--- src/ssr_pkg.sv ---
// Purpose: Shared constants and helpers for the serial command responder.
// Assumes: Byte-wide link, one parity bit per byte, 200 MHz clock.
// Notes:   Millisecond timing is counted in ticks from a clock divider.
package ssr_pkg;
  localparam logic [7:0] SOH      = 8'h01;
  localparam logic [7:0] STX      = 8'h02;
  localparam logic [7:0] ETX      = 8'h03;
  localparam logic [7:0] EOT      = 8'h04;
  localparam logic [7:0] CH_0     = 8'h30;
  localparam logic [7:0] CH_A     = 8'h41;
  localparam logic [7:0] CASE_BIT = 8'h20;
  localparam logic [7:0] CODE_OK  = 8'h41;
  localparam logic [7:0] CODE_PAR = 8'h42;
  localparam logic [7:0] CODE_CHK = 8'h43;
  localparam logic [7:0] CODE_CHR = 8'h44;
  localparam logic [7:0] CODE_CMD = 8'h45;
  localparam logic [7:0] CODE_DNO = 8'h46;
  localparam logic [7:0] CMD_STAT = 8'h01;
  localparam logic [7:0] CMD_GRP  = 8'h04;
  localparam logic [7:0] CMD_VAL  = 8'h05;
  localparam logic [7:0] CMD_UPL  = 8'h06;
  localparam logic [7:0] CMD_LOL  = 8'h07;
  localparam logic [7:0] CMD_ABBR = 8'h08;
  localparam logic [7:0] CMD_WEN  = 8'h09;
  localparam logic [7:0] CMD_IO   = 8'h12;
  localparam logic [7:0] CMD_GSEL = 8'h85;
  localparam logic [7:0] DNO_GRP  = 8'h01;
  localparam logic [7:0] DNO_GSEL = 8'h00;
  localparam logic [3:0] STAT_LAST = 4'hE;
  localparam logic [3:0] STAT_NAME = 4'h0;
  localparam logic [3:0] STAT_VAL  = 4'h8;
  localparam logic [7:0] IO_IN_DEV  = 8'h00;
  localparam logic [7:0] IO_IN_PIN  = 8'h40;
  localparam logic [7:0] IO_IN_COM  = 8'h60;
  localparam logic [7:0] IO_OUT_DEV = 8'h80;
  localparam logic [7:0] IO_OUT_PIN = 8'hC0;
  localparam logic [4:0] LEN_NAME = 5'h10;
  localparam logic [4:0] LEN_VAL  = 5'h0C;
  localparam logic [4:0] LEN_CODE = 5'h04;
  localparam logic [4:0] LEN_WORD = 5'h08;
  localparam logic [4:0] LEN_GSEL = 5'h04;
  localparam logic [4:0] TX_HDR   = 5'h03;
  localparam logic [4:0] MTX_HDR  = 5'h07;
  localparam int unsigned CLK_HZ     = 200_000_000;
  localparam int unsigned MS_PER_S   = 1000;
  localparam int unsigned CLK_PER_MS = CLK_HZ / MS_PER_S;
  localparam logic [10:0] INIT_MS = 11'd1000;
  localparam logic [10:0] TOUT_MS = 11'd300;
  localparam logic [10:0] GAP_MS  = 11'd100;
  localparam logic [1:0]  RETRY_MAX = 2'd3;
  localparam int FIFO_W = 9;
  localparam int FIFO_D = 16;
  typedef enum logic [1:0] {ERR_NONE, ERR_TOUT, ERR_NEG, ERR_CHK} ssr_err_t;

  function automatic logic [7:0] hex_char(input logic [3:0] n);
    hex_char = (n < 4'hA) ? CH_0 + {4'h0, n} : CH_A + {4'h0, n} - 8'h0A;
  endfunction : hex_char

  // Bit 4 flags a character that is not an upper-case hex digit.
  function automatic logic [4:0] hex_val(input logic [7:0] c);
    if (c >= CH_0 && c < CH_0 + 8'h0A) hex_val = {1'b0, 4'(c - CH_0)};
    else if (c >= CH_A && c < CH_A + 8'h06)
      hex_val = {1'b0, 4'(c - CH_A + 8'h0A)};
    else hex_val = 5'h10;
  endfunction : hex_val

  function automatic logic [7:0] station_char(input logic [4:0] s);
    station_char = (s < 5'd10) ? CH_0 + {3'h0, s}
                               : CH_A + {3'h0, s} - 8'h0A;
  endfunction : station_char

  function automatic logic parity(input logic [7:0] b);
    parity = ^b;
  endfunction : parity
endpackage : ssr_pkg

--- src/ssr_link_if.sv ---
// Purpose: Byte link between the master end and the slave end.
// Assumes: Both ends run on the same clock.
// Notes:   The slave-to-master direction has no back-pressure.
`timescale 1ns/1ps
interface ssr_link_if;
  logic       m_valid;
  logic       m_ready;
  logic [7:0] m_data;
  logic       m_par;
  logic       s_valid;
  logic [7:0] s_data;
  logic       s_par;
  modport master (output m_valid, m_data, m_par,
                  input  m_ready, s_valid, s_data, s_par);
  modport slave  (input  m_valid, m_data, m_par,
                  output m_ready, s_valid, s_data, s_par);
endinterface : ssr_link_if

--- src/ssr_fifo.sv ---
// Purpose: Flip-flop FIFO with valid and ready on both sides.
// Assumes: Depth is a power of two.
// Notes:   Full and empty are registered flags.
`timescale 1ns/1ps
module ssr_fifo #(
  parameter int W = 9,
  parameter int D = 16
) (
  input  wire logic         clk,
  input  wire logic         rst_n,
  input  wire logic         in_valid,
  output logic              in_ready,
  input  wire logic [W-1:0] in_data,
  output logic              out_valid,
  input  wire logic         out_ready,
  output logic [W-1:0]      out_data
);
  localparam int AW = $clog2(D);
  logic [W-1:0] mem [D];
  logic [AW-1:0] wr_reg, rd_reg;
  logic [AW:0]   cnt_reg;
  logic          push, pop;
  assign push      = in_valid && in_ready;
  assign pop       = out_valid && out_ready;
  assign out_data  = mem[rd_reg];
  always_ff @(posedge clk) begin
    if (push) begin
      mem[wr_reg] <= in_data;
    end
  end
  always_ff @(posedge clk) begin
    if (!rst_n) begin
      wr_reg    <= '0;
      rd_reg    <= '0;
      cnt_reg   <= '0;
      in_ready  <= 1'b0;
      out_valid <= 1'b0;
    end else begin
      if (push) wr_reg <= wr_reg + 1'b1;
      if (pop) rd_reg <= rd_reg + 1'b1;
      cnt_reg   <= cnt_reg + (AW+1)'(push) - (AW+1)'(pop);
      in_ready  <= (cnt_reg + (AW+1)'(push) - (AW+1)'(pop)) != (AW+1)'(D);
      out_valid <= (cnt_reg + (AW+1)'(push) - (AW+1)'(pop)) != '0;
    end
  end
endmodule : ssr_fifo

--- src/ssr_slave.sv ---
// Purpose: Slave end; parses framed read commands and sends replies.
// Assumes: User logic answers q_char in the same cycle from the q_ outputs.
// Notes:   Received bytes pass a 16-entry FIFO that back-pressures the link.
`timescale 1ns/1ps
module ssr_slave #(
  parameter int CLK_PER_MS = ssr_pkg::CLK_PER_MS
) (
  input  wire logic       clk,
  input  wire logic       rst_n,
  ssr_link_if.slave       lnk,
  input  wire logic [4:0] station,
  input  wire logic       alarm,
  input  wire logic       wr_forbid,
  input  wire logic [7:0] q_char,
  output logic [7:0]      q_cmd,
  output logic [7:0]      q_sel,
  output logic [1:0]      q_group,
  output logic [3:0]      q_idx,
  output logic            init_done
);
  import ssr_pkg::*;
  typedef enum {P_SOH, P_ST, P_C1, P_C0, P_STX, P_D1, P_D0, P_DATA,
                P_K1, P_K0, P_HOLD, P_TX} ssr_pst_t;
  ssr_pst_t         st_reg;
  logic [8:0]       f_data;
  logic             f_valid, f_ready, rx;
  logic [7:0]       b, code_reg, sum_reg, chk_reg, tx_char;
  logic [4:0]       hv, dlen_reg, tx_idx_reg;
  logic             mine_reg, perr_reg, cerr_reg;
  logic [1:0]       arg_reg;
  logic [31:0]      div_reg;
  logic [10:0]      ms_reg;
  logic             tick;
  ssr_fifo #(.W(FIFO_W), .D(FIFO_D)) u_rx_fifo (
    .clk       (clk),
    .rst_n     (rst_n),
    .in_valid  (lnk.m_valid),
    .in_ready  (lnk.m_ready),
    .in_data   ({lnk.m_par, lnk.m_data}),
    .out_valid (f_valid),
    .out_ready (f_ready),
    .out_data  (f_data)
  );
  assign f_ready = (st_reg != P_HOLD) && (st_reg != P_TX);
  assign rx      = f_valid && f_ready;
  assign b       = f_data[7:0];
  assign hv      = hex_val(b);

  function automatic logic cmd_known(input logic [7:0] c);
    cmd_known = c inside {CMD_STAT, CMD_GRP, CMD_VAL, CMD_UPL, CMD_LOL,
                          CMD_ABBR, CMD_WEN, CMD_IO, CMD_GSEL};
  endfunction : cmd_known

  function automatic logic dno_ok(input logic [7:0] c, input logic [7:0] d);
    unique case (c)
      CMD_STAT: dno_ok = (d[7:4] == STAT_NAME || d[7:4] == STAT_VAL) &&
                         d[3:0] <= STAT_LAST;
      CMD_GRP:  dno_ok = d == DNO_GRP;
      CMD_IO:   dno_ok = d inside {IO_IN_DEV, IO_IN_PIN, IO_IN_COM,
                                   IO_OUT_DEV, IO_OUT_PIN};
      CMD_GSEL: dno_ok = d == DNO_GSEL;
      default:  dno_ok = 1'b1;
    endcase
  endfunction : dno_ok

  function automatic logic [4:0] data_len(input logic [7:0] c,
                                          input logic [7:0] d);
    unique case (c)
      CMD_STAT: data_len = d[7] ? LEN_VAL : LEN_NAME;
      CMD_GRP, CMD_WEN: data_len = LEN_CODE;
      CMD_VAL, CMD_UPL, CMD_LOL, CMD_IO: data_len = LEN_WORD;
      CMD_ABBR: data_len = LEN_VAL;
      default:  data_len = '0;
    endcase
  endfunction : data_len

  // Power-on initialisation timer from a millisecond tick.
  always_ff @(posedge clk) begin
    if (!rst_n) begin
      div_reg   <= '0;
      ms_reg    <= '0;
      init_done <= 1'b0;
    end else begin
      tick_cnt: begin
        if (div_reg == 32'(CLK_PER_MS - 1)) div_reg <= '0;
        else div_reg <= div_reg + 32'd1;
      end
      if (tick && !init_done) begin
        ms_reg <= ms_reg + 11'd1;
        if (ms_reg == INIT_MS - 11'd1) init_done <= 1'b1;
      end
    end
  end
  assign tick = div_reg == 32'(CLK_PER_MS - 1);

  always_comb begin
    if (tx_idx_reg == 5'd0) tx_char = STX;
    else if (tx_idx_reg == 5'd1) tx_char = station_char(station);
    else if (tx_idx_reg == 5'd2)
      tx_char = code_reg | (alarm ? CASE_BIT : 8'h00);
    else if (tx_idx_reg < TX_HDR + dlen_reg) begin
      if (q_cmd == CMD_GRP)
        tx_char = (q_idx == 4'd3) ? hex_char({2'b00, q_group}) : CH_0;
      else if (q_cmd == CMD_WEN)
        tx_char = (q_idx == 4'd3) ? CH_0 + {7'h0, wr_forbid} : CH_0;
      else tx_char = q_char;
    end
    else if (tx_idx_reg == TX_HDR + dlen_reg) tx_char = ETX;
    else if (tx_idx_reg == TX_HDR + dlen_reg + 5'd1)
      tx_char = hex_char(sum_reg[7:4]);
    else tx_char = hex_char(sum_reg[3:0]);
  end

  // Frame parser and reply sequencer.
  always_ff @(posedge clk) begin
    if (!rst_n) begin
      st_reg     <= P_SOH;
      mine_reg   <= 1'b0;
      perr_reg   <= 1'b0;
      cerr_reg   <= 1'b0;
      sum_reg    <= '0;
      chk_reg    <= '0;
      code_reg   <= CODE_OK;
      dlen_reg   <= '0;
      arg_reg    <= '0;
      tx_idx_reg <= '0;
      q_cmd      <= '0;
      q_sel      <= '0;
      q_group    <= '0;
      q_idx      <= '0;
      lnk.s_valid <= 1'b0;
      lnk.s_data  <= '0;
      lnk.s_par   <= 1'b0;
    end else begin
      lnk.s_valid <= 1'b0;
      if (rx && b == SOH) begin
        st_reg   <= P_ST;
        sum_reg  <= '0;
        perr_reg <= f_data[8] != parity(b);
        cerr_reg <= 1'b0;
      end else if (rx && b == EOT) begin
        st_reg <= P_SOH;
      end else if (rx && st_reg != P_SOH) begin
        if (f_data[8] != parity(b)) perr_reg <= 1'b1;
        if (st_reg != P_K1 && st_reg != P_K0)
          sum_reg <= sum_reg + b;
        unique case (st_reg)
          P_ST:  begin
            mine_reg <= b == station_char(station);
            st_reg   <= P_C1;
          end
          P_C1:  begin
            q_cmd[7:4] <= hv[3:0];
            cerr_reg   <= cerr_reg | hv[4];
            st_reg     <= P_C0;
          end
          P_C0:  begin
            q_cmd[3:0] <= hv[3:0];
            cerr_reg   <= cerr_reg | hv[4];
            st_reg     <= P_STX;
          end
          P_STX: begin
            cerr_reg <= cerr_reg | (b != STX);
            st_reg   <= P_D1;
          end
          P_D1:  begin
            q_sel[7:4] <= hv[3:0];
            cerr_reg   <= cerr_reg | hv[4];
            st_reg     <= P_D0;
          end
          P_D0:  begin
            q_sel[3:0] <= hv[3:0];
            cerr_reg   <= cerr_reg | hv[4];
            st_reg     <= P_DATA;
          end
          P_DATA: begin
            if (b == ETX) st_reg <= P_K1;
            else arg_reg <= hv[1:0];
          end
          P_K1:  begin
            chk_reg[7:4] <= hv[3:0];
            st_reg       <= P_K0;
          end
          P_K0:  begin
            st_reg <= mine_reg ? P_HOLD : P_SOH;
            dlen_reg <= '0;
            if (perr_reg || f_data[8] != parity(b)) code_reg <= CODE_PAR;
            else if ({chk_reg[7:4], hv[3:0]} != sum_reg)
              code_reg <= CODE_CHK;
            else if (cerr_reg) code_reg <= CODE_CHR;
            else if (!cmd_known(q_cmd)) code_reg <= CODE_CMD;
            else if (!dno_ok(q_cmd, q_sel)) code_reg <= CODE_DNO;
            else begin
              code_reg <= CODE_OK;
              dlen_reg <= data_len(q_cmd, q_sel);
              if (q_cmd == CMD_GSEL) q_group <= arg_reg;
            end
          end
          default: st_reg <= P_SOH;
        endcase
      end else if (st_reg == P_HOLD && init_done) begin
        st_reg     <= P_TX;
        tx_idx_reg <= '0;
        q_idx      <= '0;
        sum_reg    <= '0;
      end else if (st_reg == P_TX) begin
        lnk.s_valid <= 1'b1;
        lnk.s_data  <= tx_char;
        lnk.s_par   <= parity(tx_char);
        if (tx_idx_reg != 5'd0 && tx_idx_reg <= TX_HDR + dlen_reg)
          sum_reg <= sum_reg + tx_char;
        if (tx_idx_reg >= TX_HDR) q_idx <= q_idx + 4'd1;
        tx_idx_reg <= tx_idx_reg + 5'd1;
        if (tx_idx_reg == TX_HDR + dlen_reg + 5'd2) st_reg <= P_SOH;
      end
    end
  end
endmodule : ssr_slave

--- src/flat_wrapper.sv ---
// flat-port wrapper written by rule: the top's interface ports become plain ports
module ssr_slave_flat import ssr_pkg::*;
#(
  parameter int CLK_PER_MS = ssr_pkg::CLK_PER_MS
)
  (clk, rst_n, station, alarm, wr_forbid, q_char, q_cmd, q_sel, q_group, q_idx, init_done, lnk_m_valid, lnk_m_data, lnk_m_par, lnk_m_ready, lnk_s_valid, lnk_s_data, lnk_s_par);
  ssr_link_if lnk_i ();
  input  wire logic clk;
  input  wire logic rst_n;
  input  wire logic [4:0] station;
  input  wire logic alarm;
  input  wire logic wr_forbid;
  input  wire logic [7:0] q_char;
  output logic [7:0] q_cmd;
  output logic [7:0] q_sel;
  output logic [1:0] q_group;
  output logic [3:0] q_idx;
  output logic init_done;
  input wire logic [$bits(lnk_i.m_valid)-1:0] lnk_m_valid;
  input wire logic [$bits(lnk_i.m_data)-1:0] lnk_m_data;
  input wire logic [$bits(lnk_i.m_par)-1:0] lnk_m_par;
  output wire logic [$bits(lnk_i.m_ready)-1:0] lnk_m_ready;
  output wire logic [$bits(lnk_i.s_valid)-1:0] lnk_s_valid;
  output wire logic [$bits(lnk_i.s_data)-1:0] lnk_s_data;
  output wire logic [$bits(lnk_i.s_par)-1:0] lnk_s_par;
  assign lnk_i.m_valid = lnk_m_valid;
  assign lnk_i.m_data = lnk_m_data;
  assign lnk_i.m_par = lnk_m_par;
  assign lnk_m_ready = lnk_i.m_ready;
  assign lnk_s_valid = lnk_i.s_valid;
  assign lnk_s_data = lnk_i.s_data;
  assign lnk_s_par = lnk_i.s_par;
  ssr_slave #(.CLK_PER_MS(CLK_PER_MS)) u_core (.clk(clk), .rst_n(rst_n), .lnk(lnk_i), .station(station), .alarm(alarm), .wr_forbid(wr_forbid), .q_char(q_char), .q_cmd(q_cmd), .q_sel(q_sel), .q_group(q_group), .q_idx(q_idx), .init_done(init_done));
endmodule
--- config.mk ---
export PLATFORM = sky130hd
export DESIGN_NAME = ssr_slave_flat
export DESIGN_NICKNAME = d
export VERILOG_FILES = /design/src/ssr_pkg.sv /design/src/ssr_link_if.sv /design/src/ssr_fifo.sv /design/src/ssr_slave.sv /design/src/flat_wrapper.sv
export SDC_FILE = /design/constraint.sdc
export NUM_CORES = 1
export LEC_CHECK = 0
export BUFFER_PORTS_ARGS = -buffer_cell sky130_fd_sc_hd__buf_2
export CORE_MARGIN = 5
export CORE_UTILIZATION = 45
export DETAILED_ROUTE_END_ITERATION = 6
export GPL_TIMING_DRIVEN = 0
export PLACE_DENSITY = 0.68
export SYNTH_ARGS = -nofsm -noshare
export SYNTH_HDL_FRONTEND = slang
export SYNTH_SLANG_ARGS = --single-unit
--- constraint.sdc ---
create_clock -name clk -period 5.05 [get_ports clk]
set_input_delay 0.7575 -clock clk [delete_from_list [all_inputs] [get_ports clk]]
set_output_delay 0.7575 -clock clk [all_outputs]
set_load 0.01 [all_outputs]
==> impl_results.md <==
- Outcome: completed
- Placed Cells: 1712
- Max-slew headroom: 17.1%
- # DRC: 0
- Largest register FFs: 144
- Initial Utilization: 45.2%
- Post-synth top flop: edfxtp_1
- Syn Nets: 1336
- Ports: 61
- Reg2reg path depth: 15
- LEAKAGE: 0.00576 uW
- Peak supply drop: 0.325 mV
- Clk buf depth: 3
- CP Capture Type: flop
- H-tree Lvls: 1
- Clock Skews: 0.00989 ns
- Initial antenna violation count: 0
- Setup Total Neg Slack: 0 ns
- Max cap viols: 0
- NetSw: 2080 uW
- Layout area overhead: 14.1%
- Post-layout min period: 4.82 ns
- Post-Route WL: 33.9 mm
- Final Setup Violations: 0
- R2r setup slk: 0.23 ns
- Count of cell types in the netlist: 78
- Hold Fails Final Rpt: 0
- Number of flops mapped to enable cells by yosys: 144
- CP max FO: 19
- First-pass GRT wire length: 54.3 mm
- Commonest non-fill, non-tap cell in the layout: edfxtp_1
- Clk_lat worst skew: 0.57 ns
- Max-slew violation count: 0
- HP Start: u_core.lnk.s_data[4]
- #FFs+latches synth: 271
- Pre-CTS WS: -1.26 ns
- Yosys warning count: 0
- Area of the core: 0.0303 mm2
- Initial drt markers: 805
- Largest net degree at the start of global routing: 20
- Final WS setup: 0.227 ns
- Vias in the first global route: 9927
- Compound-Gate Fraction of Synth Area: 9.86%
- XOR/XNOR Fraction of Synth Area: 6.09%
- Clock Pin Slew Worst Setup and Hold Paths: 0.06 ns
- Diode count: 0
- GR Util All Layers: 19.9%
- Adder-cell share of the synthesized area: 5.16%
- DR WL/cell: 19.2 um
- Design Area, Final: 0.0157 mm2
- Leading cell types in the layout, fill and taps excluded: edfxtp_1, nor2_1, dfxtp_1, nand2_1, buf_2
- Power Dens Cells: 422 mW/mm2
- Num CTS Buffers: 29
- Worst hold stages: 2
- Period utilisation layout: 95.5%
- Syn_area_per_cell: 10.9 um2
- Synthesized area: 0.0137 mm2
- Via-to-Cell Ratio: 5.74
- Rows: 64
- RSZ-0062 raised after global routing: no
- Mapped Cells: 1255
- GPL Wtd Cong: 0.929
- Final std cells w/o fill: 1763
- Reg power frac: 37.7%
- DRT Pass-1 Iters: 7
- Critical Path AT: 5.27 ns
- Clk sink count: 271
- Crit start category: flop
- Max Fclk: 0.207 GHz
- IO buf count: 57
- Fin Hold WS: 0.453 ns
- Part of the Yosys area used for sequential elements: 50.0%
- Layout net count: 1426
- Die height: 185 um
- DP Area: 0.0146 mm2
- Die area: 0.0341 mm2
- Critical path class: flop to flop
- Tightest Pin Transition: 1.24 ns
- Synth Area in Simple Gates: 16.5%
- Via total after detailed routing: 10126
- CTS tree: built
- Internal cell power: 4520 uW
- HP Class: flop to flop
- Comb power frac: 28.5%
- Largest family of logic cells by synthesized area: simple AND/OR/NAND/NOR gates
- Clk root buf: clkbuf_16
- Detail Route Antenna Nets: 0
- Critical path required time: 5.50 ns
- Layout cell share with drive strength beyond 1: 13.4%
- FFs w/ async S/R, synth: 0%
- Clock power frac: 33.8%
- Die width: 185 um
- Grt ovf: 0
- Post-DP HPWL: 24.0 mm
- Switching share of power: 31.5%
- Post-synthesis mux area share: 9.36%
## worst max-delay path, stage by stage (launching register included)
cell,delay (ns)
dfxtp_2,0.39
buf_4,0.21
buf_8,0.20
buf_6,0.19
mux4_2,0.52
mux4_2,0.58
inv_1,0.12
ha_1,0.15
nand3_1,0.07
a221o_1,0.33
o31ai_1,0.23
a21oi_1,0.11
a2111o_1,0.38
or3_1,0.40
or4b_1,0.49
a221o_1,0.32
## cells by family (layout without fill, tap and decap cells)
kind of cell,count (synthesis),count (layout)
and+or+nand+nor,454,454
DFF,271,271
AOI/OAI and AO/OA,202,202
buffers and inverters,105,217
xor gates and xnor gates,89,89
muxes,79,79
adders and majority gates,55,55
## power by group through the flow
stage,sequential [uW],clock (uW),combinational [uW]
floorplan,2500,0,1350
global placement,2520,0,1790
detailed placement,2520,0,1830
CTS,2470,2270,1870
global route,2500,2360,2080
finish,2490,2230,1880
## cell type report
type	instances	area [um2]
tap	396	495
fill	2640	14700
sequential	271	6870
timing repair buffer	62	338
buffer	52	246
clock inverter	18	239
multi-input combinational	879	6520
clock buffer	35	769
inverter	50	188
## worst paths after layout
| check | to |
|---|---|
| worst max-delay path | u_core.code_reg[0] |
| worst min-delay path | u_core.lnk.s_data[4] |
| worst max register to register | u_core.code_reg[0] |
| worst min register to register | u_core.lnk.s_data[4] |
## synth_stat cells, types with 4 or more instances
cell	n	area share (%)
a211oi_1	13	0.71
a21boi_0	4	0.22
a21o_1	10	0.55
a21oi_1	58	2.1
a221o_1	4	0.29
a22oi_1	9	0.49
a2bb2oi_1	6	0.38
a31oi_1	9	0.41
a32oi_1	5	0.32
and2_1	15	0.68
and3_1	20	0.91
and4_1	5	0.32
buf_2	7	0.26
clkbuf_1	44	1.2
dfxtp_1	127	19
edfxtp_1	144	32
ha_1	51	4.6
inv_1	49	1.3
mux2i_1	38	2.8
mux4_1	4	0.77
mux4_2	34	5.6
nand2_1	101	2.8
nand2b_1	11	0.50
nand3_1	37	1.3
nand3b_1	4	0.22
nand4_1	18	0.82
nor2_1	143	3.9
nor2b_1	11	0.50
nor3_1	25	0.91
nor4_1	22	1.0
nor4b_1	6	0.38
nor4bb_1	6	0.44
o2111ai_1	4	0.26
o211ai_1	5	0.27
o21a_1	5	0.27
o21ai_0	32	1.2
or3_1	10	0.46
xnor2_1	41	2.6
xor2_1	44	2.8
## per-layer routing
metal	global-route usage [%]	up-vias	share of wire, %
met5	0	-	0
met4	6.02	0	3.1
met3	3.49	74	6.3
met2	33.4	320	48
met1	26.6	4908	43
li1	-	4824	-
## through the flow
stage	total power, uW	util, %
after global routing	6940	51.6
final	6600	51.6
after floorplan	3860	-
after CTS	6620	51.5
after global placement	4310	47.8
after detailed placement	4350	48.0
## timing repair
action	4_1_cts	5_1_grt
hold buffers	0	0
pin swaps	2	0
setup buffers	1	0
setup endpoints to repair	31	14
gates resized for setup	14	15
(Power assumes the default switching activity.)
